$ cat config.mk
export PLATFORM = sky130hd
export DESIGN_NAME = light_screen_status
export DESIGN_NICKNAME = d
export VERILOG_FILES = /design/src/inc/screen_pkg.sv /design/src/inc/reset_qual_if.sv /design/src/rtl/reset_qualifier.sv /design/src/rtl/light_screen_status.sv
export SDC_FILE = /design/constraint.sdc
export NUM_CORES = 1
export LEC_CHECK = 0
export BUFFER_PORTS_ARGS = -buffer_cell sky130_fd_sc_hd__buf_2
export CORE_MARGIN = 2
export CORE_UTILIZATION = 40
export DETAILED_ROUTE_END_ITERATION = 8
export HOLD_SLACK_MARGIN = 0.05
export SKIP_LAST_GASP = 1
export SLEW_MARGIN = 20
export SYNTH_ARGS = -nofsm -noshare
export SYNTH_HDL_FRONTEND = slang
export SYNTH_SLANG_ARGS = --single-unit
$ cat constraint.sdc
create_clock -name core_clk -period 14 [get_ports core_clk]
set_input_delay 2.1 -clock core_clk [delete_from_list [all_inputs] [get_ports core_clk]]
set_output_delay 2.1 -clock core_clk [all_outputs]
set_load 0.02 [all_outputs]
$ cat src/inc/screen_pkg.sv
package screen_pkg;

  localparam int CLK_HZ = 40_000_000;
  localparam int CLK_KHZ = CLK_HZ / 1000;

  // Times in milliseconds and the cycle counts derived from them.
  localparam int RESET_MIN_MS = 250;
  localparam int RESET_MAX_MS = 2000;
  localparam int LAMP_TEST_MS = 1000;
  localparam int SCAN_SHOW_MS = 1000;
  localparam int FLASH_STEP_MS = 125;
  localparam int RESET_MIN_CYC = RESET_MIN_MS * CLK_KHZ;
  localparam int RESET_MAX_CYC = RESET_MAX_MS * CLK_KHZ;
  localparam int LAMP_TEST_CYC = LAMP_TEST_MS * CLK_KHZ;
  localparam int SCAN_SHOW_CYC = SCAN_SHOW_MS * CLK_KHZ;
  localparam int FLASH_STEP_CYC = FLASH_STEP_MS * CLK_KHZ;

  localparam int NUM_ZONES = 8;
  localparam int DEFAULT_BEAMS = 16;
  localparam int ADDR_W = 8;

  // Register byte addresses.
  localparam logic [7:0] CONFIG_OFFSET = 8'h00;
  localparam logic [7:0] STATE_OFFSET = 8'h04;
  localparam logic [7:0] EVENT_OFFSET = 8'h08;
  localparam logic [7:0] MASK_OFFSET = 8'h0c;

  // Configuration fields.
  localparam int CFG_LATCH_BIT = 0;
  localparam int CFG_EDM_LSB = 1;
  localparam int CFG_RR_BIT = 3;
  localparam int CFG_SCAN_BIT = 4;
  localparam logic [4:0] CONFIG_RESET = 5'h04;

  // Monitoring modes.
  localparam logic [1:0] EDM_NONE = 2'h0;
  localparam logic [1:0] EDM_ONE = 2'h1;
  localparam logic [1:0] EDM_TWO = 2'h2;

  // Event bits.
  localparam int EV_LOCKOUT = 0;
  localparam int EV_TRIP = 1;
  localparam int EV_RESET = 2;
  localparam int EV_SYNC = 3;
  localparam int NUM_EVENTS = 4;

  typedef enum logic [2:0] {
    ST_LAMP_TEST = 3'h0,
    ST_SCAN_SHOW = 3'h1,
    ST_LOCKOUT = 3'h2,
    ST_LATCHED = 3'h3,
    ST_BLOCKED = 3'h4,
    ST_CLEAR_RUN = 3'h5
  } screen_state_type;

  typedef enum logic [2:0] {
    DISP_OFF = 3'h0,
    DISP_ALL = 3'h1,
    DISP_SCAN = 3'h2,
    DISP_COUNT = 3'h3,
    DISP_CH1 = 3'h4,
    DISP_FAULT = 3'h5
  } display_mode_type;

endpackage : screen_pkg

$ cat src/inc/reset_qual_if.sv
`timescale 1ns/10ps
`default_nettype none
interface reset_qual_if;
  logic switch_closed;
  logic reset_valid;
  modport qual (input switch_closed, output reset_valid);
  modport user (output switch_closed, input reset_valid);
endinterface : reset_qual_if
`default_nettype wire

$ cat src/rtl/reset_qualifier.sv
`timescale 1ns/10ps
`default_nettype none
module reset_qualifier
  import screen_pkg::*;
#(
  parameter int MIN_CYCLES = RESET_MIN_CYC,
  parameter int MAX_CYCLES = RESET_MAX_CYC
) (
  input wire logic core_clk,
  input wire logic resetn,
  reset_qual_if.qual rq
);
  localparam int CW = $clog2(MAX_CYCLES + 2);
  localparam logic [CW-1:0] MIN_C = CW'(MIN_CYCLES);
  localparam logic [CW-1:0] MAX_C = CW'(MAX_CYCLES);

  logic [CW-1:0] held_q;
  logic closed_q;
  logic valid_q;

  // Measures how long the switch is held and saturates past the upper limit.
  always_ff @(posedge core_clk) begin
    if (!resetn) begin
      held_q <= '0;
      closed_q <= 1'b0;
    end else begin
      closed_q <= rq.switch_closed;
      if (!rq.switch_closed) begin
        held_q <= '0;
      end else if (held_q <= MAX_C) begin
        held_q <= held_q + 1'b1;
      end
    end
  end

  // A release after a hold within the window gives one valid pulse.
  always_ff @(posedge core_clk) begin
    if (!resetn) begin
      valid_q <= 1'b0;
    end else begin
      valid_q <= closed_q && !rq.switch_closed && held_q >= MIN_C && held_q <= MAX_C;
    end
  end

  assign rq.reset_valid = valid_q;

endmodule : reset_qualifier
`default_nettype wire

$ cat src/rtl/light_screen_status.sv
// How it works
// Reset accepted after quarter-second hold, under two seconds.
// Defaults: trip, two-channel monitoring, no reduction, code one.
// Lockout single-flashes status red, zone and reset dark.
// Emitter status steady green in normal operation.
// Open test input flashes emitter status green.
// Latched clear: status red, reset double-flash, zones green.
// Latch mode: outputs on after clear and reset.
// Clear run: green or flashing, reset steady, zones green.
// Blocked: red, reset on, red zones, count shown.
// Sync beam blocked: zone one red, others off.
// Test open: beams minus one shown, zones red.
// Power-up flashes all lamps, then shows scan code.
// Channel one unaligned: red, code shown, zone one red, others dark.
// Unblocked beams turn zones green, count drops.
// Trip mode: outputs off while blocked, self-recovering.
// Outputs off whenever receiver status shows red.
// Valid reset in latch clear enters clear run.
//
// The placing of the registers and the address-and-strobe port were decided locally.
`timescale 1ns/10ps
`default_nettype none
module light_screen_status
  import screen_pkg::*;
#(
  parameter int NUM_BEAMS = DEFAULT_BEAMS,
  parameter int RESET_MIN_CYCLES = RESET_MIN_CYC,
  parameter int RESET_MAX_CYCLES = RESET_MAX_CYC,
  parameter int LAMP_TEST_CYCLES = LAMP_TEST_CYC,
  parameter int SCAN_SHOW_CYCLES = SCAN_SHOW_CYC,
  parameter int FLASH_STEP_CYCLES = FLASH_STEP_CYC
) (
  input wire logic core_clk,
  input wire logic resetn,
  input wire logic [ADDR_W-1:0] reg_addr,
  input wire logic [31:0] reg_wdata,
  input wire logic reg_write,
  input wire logic reg_read,
  output logic [31:0] reg_rdata,
  output logic irq,
  input wire logic [NUM_BEAMS-1:0] beam_blocked,
  input wire logic emitter_has_test,
  input wire logic test_input_open,
  input wire logic reset_switch_closed,
  input wire logic receiver_fault,
  input wire logic emitter_fault,
  input wire logic [1:0] external_device_monitoring,
  output logic [1:0] safety_switching_output,
  output logic emitter_status_red,
  output logic emitter_status_green,
  output logic status_red,
  output logic status_green,
  output logic reset_lamp,
  output logic [NUM_ZONES-1:0] zone_red,
  output logic [NUM_ZONES-1:0] zone_green,
  output display_mode_type display_mode,
  output logic [9:0] display_value
);
  localparam int CNT_W = $clog2(NUM_BEAMS + 1);
  localparam int BEAMS_PER_ZONE = (NUM_BEAMS + NUM_ZONES - 1) / NUM_ZONES;
  localparam int TMR_W = $clog2(LAMP_TEST_CYCLES + SCAN_SHOW_CYCLES + FLASH_STEP_CYCLES + 2);

  reset_qual_if rq ();

  screen_state_type state_q;
  logic [4:0] config_q;
  logic [NUM_EVENTS-1:0] event_q;
  logic [NUM_EVENTS-1:0] mask_q;
  logic [TMR_W-1:0] timer_q;
  logic [TMR_W-1:0] step_q;
  logic [2:0] phase_q;
  logic step_tick;
  logic sync_lost_q;
  logic [CNT_W-1:0] blocked_count;
  logic [NUM_ZONES-1:0] zone_blocked;
  logic rr_tolerated;
  logic sync_blocked;
  logic trip_cond;
  logic edm_fault;
  logic latch_mode;
  logic single_flash;
  logic double_flash;
  logic [NUM_EVENTS-1:0] events;

  assign rq.switch_closed = reset_switch_closed;

  reset_qualifier #(
    .MIN_CYCLES(RESET_MIN_CYCLES),
    .MAX_CYCLES(RESET_MAX_CYCLES)
  ) u_reset_qualifier (
    .core_clk(core_clk),
    .resetn(resetn),
    .rq(rq)
  );

  assign latch_mode = config_q[CFG_LATCH_BIT];
  assign sync_blocked = beam_blocked[0];

  // Counts blocked beams, maps them to zones and checks the reduced-resolution window.
  always_comb begin
    logic [CNT_W-1:0] n;
    logic adjacent;
    n = '0;
    adjacent = 1'b0;
    zone_blocked = '0;
    for (int b = 0; b < NUM_BEAMS; b++) begin
      if (beam_blocked[b]) begin
        n = n + 1'b1;
        zone_blocked[b / BEAMS_PER_ZONE] = 1'b1;
      end
      if (b > 1 && beam_blocked[b] && beam_blocked[b-1]) begin
        adjacent = 1'b1;
      end
    end
    blocked_count = n;
    rr_tolerated = config_q[CFG_RR_BIT] && !sync_blocked && (n < CNT_W'(2) || (n == CNT_W'(2) && adjacent));
  end

  assign trip_cond = (emitter_has_test && test_input_open) || sync_blocked || (blocked_count != '0 && !rr_tolerated);

  // Monitored contactors must read released while the outputs are off.
  always_comb begin
    edm_fault = 1'b0;
    if (state_q != ST_CLEAR_RUN && step_tick) begin
      case (config_q[CFG_EDM_LSB +: 2])
        EDM_ONE: edm_fault = !external_device_monitoring[0];
        EDM_TWO: edm_fault = external_device_monitoring != 2'h3;
        default: edm_fault = 1'b0;
      endcase
    end
  end

  // Step divider for the flash patterns.
  always_ff @(posedge core_clk) begin
    if (!resetn) begin
      step_q <= '0;
      phase_q <= '0;
    end else if (step_tick) begin
      step_q <= '0;
      phase_q <= phase_q + 1'b1;
    end else begin
      step_q <= step_q + 1'b1;
    end
  end

  assign step_tick = step_q == TMR_W'(FLASH_STEP_CYCLES - 1);
  assign single_flash = !phase_q[2];
  assign double_flash = phase_q == 3'h0 || phase_q == 3'h2;

  // Operating state of the receiver.
  always_ff @(posedge core_clk) begin
    if (!resetn) begin
      state_q <= ST_LAMP_TEST;
      timer_q <= TMR_W'(LAMP_TEST_CYCLES - 1);
    end else if ((receiver_fault || edm_fault) && state_q != ST_LOCKOUT) begin
      state_q <= ST_LOCKOUT;
    end else begin
      if (timer_q != '0) begin
        timer_q <= timer_q - 1'b1;
      end
      case (state_q)
        ST_LAMP_TEST: begin
          if (timer_q == '0) begin
            state_q <= ST_SCAN_SHOW;
            timer_q <= TMR_W'(SCAN_SHOW_CYCLES - 1);
          end
        end
        ST_SCAN_SHOW: begin
          if (timer_q == '0) begin
            state_q <= latch_mode ? ST_LATCHED : ST_BLOCKED;
          end
        end
        ST_LOCKOUT: begin
          if (rq.reset_valid && !receiver_fault) begin
            state_q <= latch_mode ? ST_LATCHED : ST_BLOCKED;
          end
        end
        ST_LATCHED: begin
          if (trip_cond) begin
            state_q <= ST_BLOCKED;
          end else if (rq.reset_valid) begin
            state_q <= ST_CLEAR_RUN; // see R7
          end
        end
        ST_BLOCKED: begin
          if (!trip_cond) begin
            state_q <= latch_mode ? ST_LATCHED : ST_CLEAR_RUN;
          end
        end
        ST_CLEAR_RUN: begin
          if (trip_cond) begin
            state_q <= ST_BLOCKED;
          end
        end
        default: state_q <= ST_LOCKOUT;
      endcase
    end
  end

  // Outputs conduct only in clear run, never while status shows red.
  always_ff @(posedge core_clk) begin
    if (!resetn) begin
      safety_switching_output <= 2'h0;
    end else if (state_q == ST_CLEAR_RUN && !trip_cond) begin
      safety_switching_output <= 2'h3;
    end else begin
      safety_switching_output <= 2'h0;
    end
  end

  // Emitter lamp.
  always_ff @(posedge core_clk) begin
    if (!resetn) begin
      emitter_status_red <= 1'b0;
      emitter_status_green <= 1'b0;
    end else if (state_q == ST_LAMP_TEST) begin
      emitter_status_red <= single_flash;
      emitter_status_green <= single_flash;
    end else if (emitter_fault) begin
      emitter_status_red <= single_flash;
      emitter_status_green <= 1'b0;
    end else if (emitter_has_test && test_input_open) begin
      emitter_status_red <= 1'b0;
      emitter_status_green <= single_flash;
    end else begin
      emitter_status_red <= 1'b0;
      emitter_status_green <= 1'b1;
    end
  end

  // Receiver lamps and display.
  always_ff @(posedge core_clk) begin
    if (!resetn) begin
      status_red <= 1'b0;
      status_green <= 1'b0;
      reset_lamp <= 1'b0;
      zone_red <= '0;
      zone_green <= '0;
      display_mode <= DISP_OFF;
      display_value <= '0;
    end else begin
      status_red <= 1'b0;
      status_green <= 1'b0;
      reset_lamp <= 1'b0;
      zone_red <= '0;
      zone_green <= '0;
      display_mode <= DISP_OFF;
      display_value <= '0;
      case (state_q)
        ST_LAMP_TEST: begin
          status_red <= single_flash;
          status_green <= single_flash;
          reset_lamp <= single_flash;
          zone_red <= {NUM_ZONES{single_flash}};
          zone_green <= {NUM_ZONES{single_flash}};
          display_mode <= single_flash ? DISP_ALL : DISP_OFF;
        end
        ST_SCAN_SHOW: begin
          display_mode <= DISP_SCAN;
          display_value <= 10'(config_q[CFG_SCAN_BIT]) + 10'h1;
        end
        ST_LOCKOUT: begin
          status_red <= single_flash;
          display_mode <= DISP_FAULT;
        end
        ST_LATCHED: begin
          status_red <= 1'b1;
          reset_lamp <= double_flash;
          zone_green <= '1;
        end
        ST_BLOCKED: begin
          status_red <= 1'b1;
          reset_lamp <= 1'b1;
          if (emitter_has_test && test_input_open) begin
            zone_red <= '1;
            if (NUM_BEAMS == 10) begin
              zone_red[0] <= 1'b0;
              zone_green[0] <= 1'b1;
            end
            display_mode <= DISP_COUNT;
            display_value <= 10'(NUM_BEAMS - 1);
          end else if (sync_blocked) begin
            zone_red[0] <= 1'b1; // see R10
            display_mode <= DISP_CH1;
          end else begin
            zone_red <= zone_blocked; // see R9
            zone_green <= ~zone_blocked;
            display_mode <= DISP_COUNT;
            display_value <= 10'(blocked_count);
          end
        end
        ST_CLEAR_RUN: begin
          status_green <= config_q[CFG_RR_BIT] ? single_flash : 1'b1;
          reset_lamp <= 1'b1;
          zone_green <= '1;
        end
        default: display_mode <= DISP_FAULT;
      endcase
    end
  end

  // Events for the interrupt status.
  always_ff @(posedge core_clk) begin
    if (!resetn) begin
      sync_lost_q <= 1'b0;
    end else begin
      sync_lost_q <= sync_blocked;
    end
  end

  always_comb begin
    events = '0;
    events[EV_LOCKOUT] = state_q != ST_LOCKOUT && (receiver_fault || edm_fault);
    events[EV_TRIP] = state_q == ST_CLEAR_RUN && trip_cond;
    events[EV_RESET] = rq.reset_valid;
    events[EV_SYNC] = sync_blocked && !sync_lost_q;
  end

  // Configuration and mask registers.
  always_ff @(posedge core_clk) begin
    if (!resetn) begin
      config_q <= CONFIG_RESET;
      mask_q <= '0;
    end else if (reg_write) begin
      if (reg_addr == CONFIG_OFFSET) begin
        config_q <= reg_wdata[4:0];
      end
      if (reg_addr == MASK_OFFSET) begin
        mask_q <= reg_wdata[NUM_EVENTS-1:0];
      end
    end
  end

  // Sticky events; a new event wins over a write-one clear.
  always_ff @(posedge core_clk) begin
    if (!resetn) begin
      event_q <= '0;
    end else if (reg_write && reg_addr == EVENT_OFFSET) begin
      event_q <= (event_q & ~reg_wdata[NUM_EVENTS-1:0]) | events;
    end else begin
      event_q <= event_q | events;
    end
  end

  assign irq = |(event_q & mask_q);

  // Read data stand in the cycle after the strobe only.
  always_ff @(posedge core_clk) begin
    if (!resetn) begin
      reg_rdata <= '0;
    end else if (reg_read) begin
      case (reg_addr)
        CONFIG_OFFSET: reg_rdata <= {27'h0, config_q};
        STATE_OFFSET: reg_rdata <= {14'h0, safety_switching_output, 8'(blocked_count), 5'h0, state_q};
        EVENT_OFFSET: reg_rdata <= {28'h0, event_q};
        MASK_OFFSET: reg_rdata <= {28'h0, mask_q};
        default: reg_rdata <= '0;
      endcase
    end else begin
      reg_rdata <= '0;
    end
  end

endmodule : light_screen_status
`default_nettype wire

# Word-level counts from Yosys, hierarchy flattened
# Cells that the tools add are included.
[word_totals]
reg_bits = 171
elab_cells = 230
input_bits = 67
out_inout_bits = 69
[op_classes]
n_mux = 88
n_addsub = 20
reduce_logical = 61
eq_ne = 28
order_cmp = 3
bitwise = 7
[op_table]
columns = ["op", "n"]
rows = [
  ["$mux W5", 17],
  ["$mux W27", 3],
  ["$add A5 B1 Y5 const B", 15],
  ["$pmux W18 S4", 1],
  ["$add A27 B1 Y27 const B", 2],
  ["$mux W1", 40],
  ["$mux W3", 11],
  ["$logic_and A1 B1 Y1", 29],
  ["$eq A27 B23 Y1 const B", 1],
  ["$ge A27 B24 Y1 const B", 1],
  ["$le A27 B27 Y1 const B", 1],
  ["$logic_not A27 Y1", 1],
  ["$reduce_bool A27 Y1", 1],
  ["$sub A27 B1 Y27 const B", 1],
  ["$mux W8", 3],
  ["$pmux W8 S3", 1],
  ["$ne A3 B3 Y1 const B", 6],
  ["$pmux W3 S6", 1],
  ["$eq A8 B4 Y1 const B", 2],
  ["$pmux W8 S2", 1],
  ["$ne A2 B2 Y1 const B", 6],
  ["$pmux W3 S4", 1],
  ["$reduce_and A6 Y1", 2],
  ["$reduce_or A2 Y1", 6],
  ["30 further kinds", 54],
]

# Longest topological paths before layout
[depth]
depth_word = 41
ltp_mapped = 52
mapped_depth_nobuf = 52

# Hierarchy
# A second synthesis with hierarchy kept.
[hier_totals]
hier_cells = 1072
hier_area_um2 = 8764.7
[by_module_without_submodules]
columns = ["module", "n_inst", "area_each_um2", "seq_area_each_um2", "cells_each"]
rows = [
  ["light_screen_status", 1, 7130.6, 2302.2, 866],
  ["reset_qualifier", 1, 1634.1, 580.6, 206],
]

# Worst setup path after synthesis
# Ideal clock, no wire load.
[synth_timing]
path_kind = "in2reg"
start = "in beam_blocked[0]"
end = "reg state_q[0]"
required_time_ns = 13.878
path_stages = 51
arrival_time_ns = 11.535
setup_time_ns = 0.122
path_slack_ns = 2.343
n_path_buf = 0
path_cell_list = "inv_1 ha_1 xor2_1 ha_1 nand2_1 o31ai_1 ha_1 mux2_2 ha_1 a2bb2oi_1 a21oi_1 inv_1 ha_1 mux2_2 ha_1 nor2b_1 nor2_1 o21ai_0 [... 15 more ...] o21ai_0 ha_1 nand2_1 o21ai_0 a21o_1 ha_1 nand2_1 nand2_1 nor3_1 a311o_1 a211o_1 o21ai_0 mux2i_1 or3_1 a21o_1 and4_4 or3_1 o311a_1"
[synth_via]
elab_chain_cells = 40
word_cells_on_any_way = 49
classes_between = "add/sub (15); order compare (1); eq/ne (4); mux (18); reduce/logical (11)"
[synth_rtl]
columns = ["element", "line", "rtl"]
rows = [
  ["from (decl)", "light_screen_status.sv:41", "input wire logic [NUM_BEAMS-1:0] beam_blocked,"],
  ["parallel branches: the longest is 37 deep, another holds $add A5 B1 Y5", "n/a", ""],
  ["$logic_or A1 B1 Y1 *", "light_screen_status.sv:119", "assign trip_cond = (emitter_has_test && test_input_open) || sync_blocked || (blocked_count != '0 && !rr_tolera ..."],
  ["$ne A3 B2 Y1 (no line) (tied with other cells)", "n/a", ""],
  ["$reduce_and A6 Y1 (no line) / $pmux W3 S6 (equally long branches)", "n/a", ""],
  ["to (signal assigned)", "light_screen_status.sv:170", "state_q <= latch_mode ? ST_LATCHED : ST_BLOCKED;"],
  ["to (signal assigned)", "light_screen_status.sv:175", "state_q <= latch_mode ? ST_LATCHED : ST_BLOCKED;"],
  ["to (signal assigned)", "light_screen_status.sv:187", "state_q <= latch_mode ? ST_LATCHED : ST_CLEAR_RUN;"],
  ["to (decl)", "light_screen_status.sv:65", "screen_state_type state_q;"],
]
# Mark *: on every way between the ends.
# A chain may end at the register's enable or synchronous reset.

# Worst setup path in the final report
# Same ends and word-level chain as after synthesis.

==> results_dict.tcl <==
set metrics [dict create \
    cts_tree "built" \
    slew_viol_final 0 \
    postCtsHoldBufs 0 \
    synth_edf_count 0 \
    holdCritPathClass "register to register" \
    cts_setup_buffers 0 \
    p_leak_uw 0.00371 \
    initialDrtViolationCount 309 \
    timing.rr.start "u_reset_qualifier.held_q[15]" \
    synth_xor_area_share_pct 14.3 \
    yosys.area_share.simple_pct 24.9 \
    cts_buffers 17 \
    finalCoreUtilization_pct 46.3 \
    drcViolationCount 0 \
    worst_setup_path_start_kind "input pin" \
    cp_common_cell "ha_1" \
    p_comb_share_pct 38.6 \
    gr-total-overflow 0 \
    synth_area_sq_um 8250 \
    clock_sinks 144 \
    crit_slowest_cell "xor2_1" \
    grt_pass1_vias 6613 \
    placedCellCount 1313 \
    power_frac_seq_pct 29.7 \
    final_hold_viol_count 0 \
    cts_resized 0 \
    synth_compound_area_share_pct 12.4 \
    period_needed_ns 12.38 \
    start_util_pct 40.8 \
    gp_congestion 0.858 \
    die_height_um 148 \
    timing.rr.end "u_reset_qualifier.held_q[18]" \
    ys_warn_count 0 \
    pre_cts_ws_ns 1.20 \
    fin_cells 1348 \
    worst_slew_margin_rel_pct 28.3 \
    setup_viol 0 \
    max_freq_mhz 80.7 \
    synth_top_family_by_area "simple AND/OR/NAND/NOR gates" \
    end_kind "register" \
    grt_max_degree 34 \
    ctsLongestPathBuffers 2 \
    fin_nets 1155 \
    reg2reg_slack_ns 9.85 \
    finalCritPeriodShare_pct 88.5 \
    routed_via_density 5.11 \
    worstHoldStart "timer_q[26]" \
    ys_types 82 \
    synth_fa_ha_area_share_pct 4.06 \
    io_buffers 83 \
    synth_area_leaders "dfxtp_1 35%, nor2_1 7.0%, xor2_1 5.3%" \
    p_switching_uw 533 \
    area.growth.synth_to_final_pct 13.6 \
    vdd_ir_drop_max_v 0.0000948 \
    crit_fanout 6 \
    ant_nets 0 \
    synthMuxAreaShare_pct 3.32 \
    grt_usage_pct 18.2 \
    finalSetupTns_ns 0 \
    die_w_um 148 \
    cp_data_required_time_ns 14.31 \
    vias 6887 \
    postSynthAreaPerCell_sq_um 8.29 \
    synth-seq-cells 144 \
    synth_most_common_cell "nor2_1" \
    dieArea_sq_um 21800 \
    row_count 52 \
    drv_cap 0 \
    fill_cells 2029 \
    synth_area_leader_cell "dfxtp_1" \
    clock_skew_ns 0.00687 \
    ys_async_sr_fraction_pct 0 \
    setup_slack_ns 1.62 \
    clk_pin_slew_worst_paths_ns 0.06 \
    wirelength_um 19000 \
    worstSetupPathType "input pin to register" \
    power_uw 1500 \
    cp.arrival_ns 12.70 \
    dr.pass1.iters 5 \
    min_delay_path_depth 2 \
    seq_area_frac_synth_pct 34.9 \
    status "completed" \
    ys.flop_type "dfxtp_1" \
    min_to "timer_q[26]" \
    wl_per_cell_um 14.1 \
    worstSkewPairLatency_ns 0.42 \
    cts_htree_levels 4 \
    grt_first_pass_wirelength_um 32100 \
    startpoint "beam_blocked[0]" \
    layout-drive-gt1-share_pct 13.2 \
    io_pins 136 \
    swShare_pct 35.4 \
    postSynthCellCount 996 \
    core-area_sq_um 20200 \
    cpPeakStageDelay_ns 0.46 \
    cts_root_buffer "clkbuf_16" \
    hpwlAfterDp_um 14100 \
    clock_power_share_pct 31.7 \
    power.internal_uw 972 \
    worst_pin_slew_ns 1.07 \
    synth_common_cells "155 x nor2_1, 144 x dfxtp_1, 105 x nand2_1, 61 x a21oi_1, 50 x xor2_1" \
    r2r_cells 14 \
    antenna_found_initial 2 \
    rsz0062_at_grt "no" \
    yosysTopAreaCellShare_pct 34.9 \
    power.density_nw_per_um2 161 \
]
==> metrics by stage <==
step | hold WS [ns] | cell area [sq um]
floorplan | 0.420 | 8340
global placement | 0.431 | 8740
detailed placement | 0.434 | 8740
CTS | 0.452 | 9370
global route | 0.479 | 9370
finish | 0.449 | 9370
==> cell usage in the layout, fill, tap and decap left out, types with 9 or more instances in the layout <==
cell type	netlist	layout
a21oi_1	61	61
and2_1	9	9
and3_1	9	9
buf_2	1	83
clkbuf_16	0	17
conb_1	1	25
dfxtp_1	144	144
ha_1	26	26
inv_1	34	34
mux2i_1	15	15
nand2_1	105	105
nand3_1	33	33
nand4_1	15	15
nor2_1	155	155
nor3_1	29	29
o21ai_0	38	38
or3_1	18	18
xnor2_1	43	43
xor2_1	50	50
==> cell type report <==
class	instances	area [sq um]	share of cell area (%)
diodes	3	7.51	0.0801
clock buffers	21	470	5.02
clock inverters	11	153	1.63
inverters	35	131	1.40
multi-input cells	779	4960	52.9
flip-flops and latches	144	2880	30.8
well taps	270	338	3.60
repair buffers	85	430	4.59
==> power groups by stage <==
| stage | Combinational (uW) | Sequential (uW) | Clock [uW] |
|---|---|---|---|
| finish | 580 | 447 | 477 |
| floorplan | 461 | 469 | 0 |
| global route | 652 | 450 | 508 |
| CTS | 582 | 447 | 487 |
| detailed placement | 579 | 456 | 0 |
| global placement | 569 | 456 | 0 |
==> registers in the layout, summed over array words and instances (netlist names), 3 cells and up <==
signal,count
phase_q,3
display_value,5
mask_q,4
timer_q,27
zone_green,8
config_q,5
state_q,3
event_q,4
step_q,27
zone_red,8
u_reset_qualifier.held_q,27
reg_rdata,11
display_mode,3
==> critical path, delay by kind of cell <==
family | cells | cell delay, ns
xor+xnor | 1 | 0.46
mux | 3 | 0.66
fa+ha+maj | 13 | 3.74
simple gates | 16 | 2.34
compound gates | 15 | 2.92
buf+inv | 4 | 0.49
==> how the worst max path moves through the flow <==
| stage | to | slack, ns |
|---|---|---|
| after floorplan | state_q[0] | 2.34 |
| after global placement | state_q[0] | 1.22 |
| after detailed placement | state_q[0] | 1.20 |
| after CTS | state_q[0] | 1.61 |
| after global routing | state_q[0] | 0.72 |
| final | state_q[0] | 1.62 |
==> cells by family (layout without fill, tap and decap cells) <==
| group | Yosys count | after routing |
|---|---|---|
| adder cells (fa/ha/maj) | 27 | 27 |
| multiplexers | 23 | 23 |
| buffers and inverters | 97 | 152 |
| XOR/XNOR | 109 | 109 |
| AO/OA/AOI/OAI | 164 | 164 |
| AND/OR/NAND/NOR | 431 | 431 |
| flip-flops | 144 | 144 |
| other | 1 | 28 |
==> metal layers <==
metal	track usage [%]	wire length (um)
met1	23.7	9000
met2	29.0	8510
met3	5.06	1140
met4	6.11	371
met5	0	7
Power figures use the tool's default switching activity.
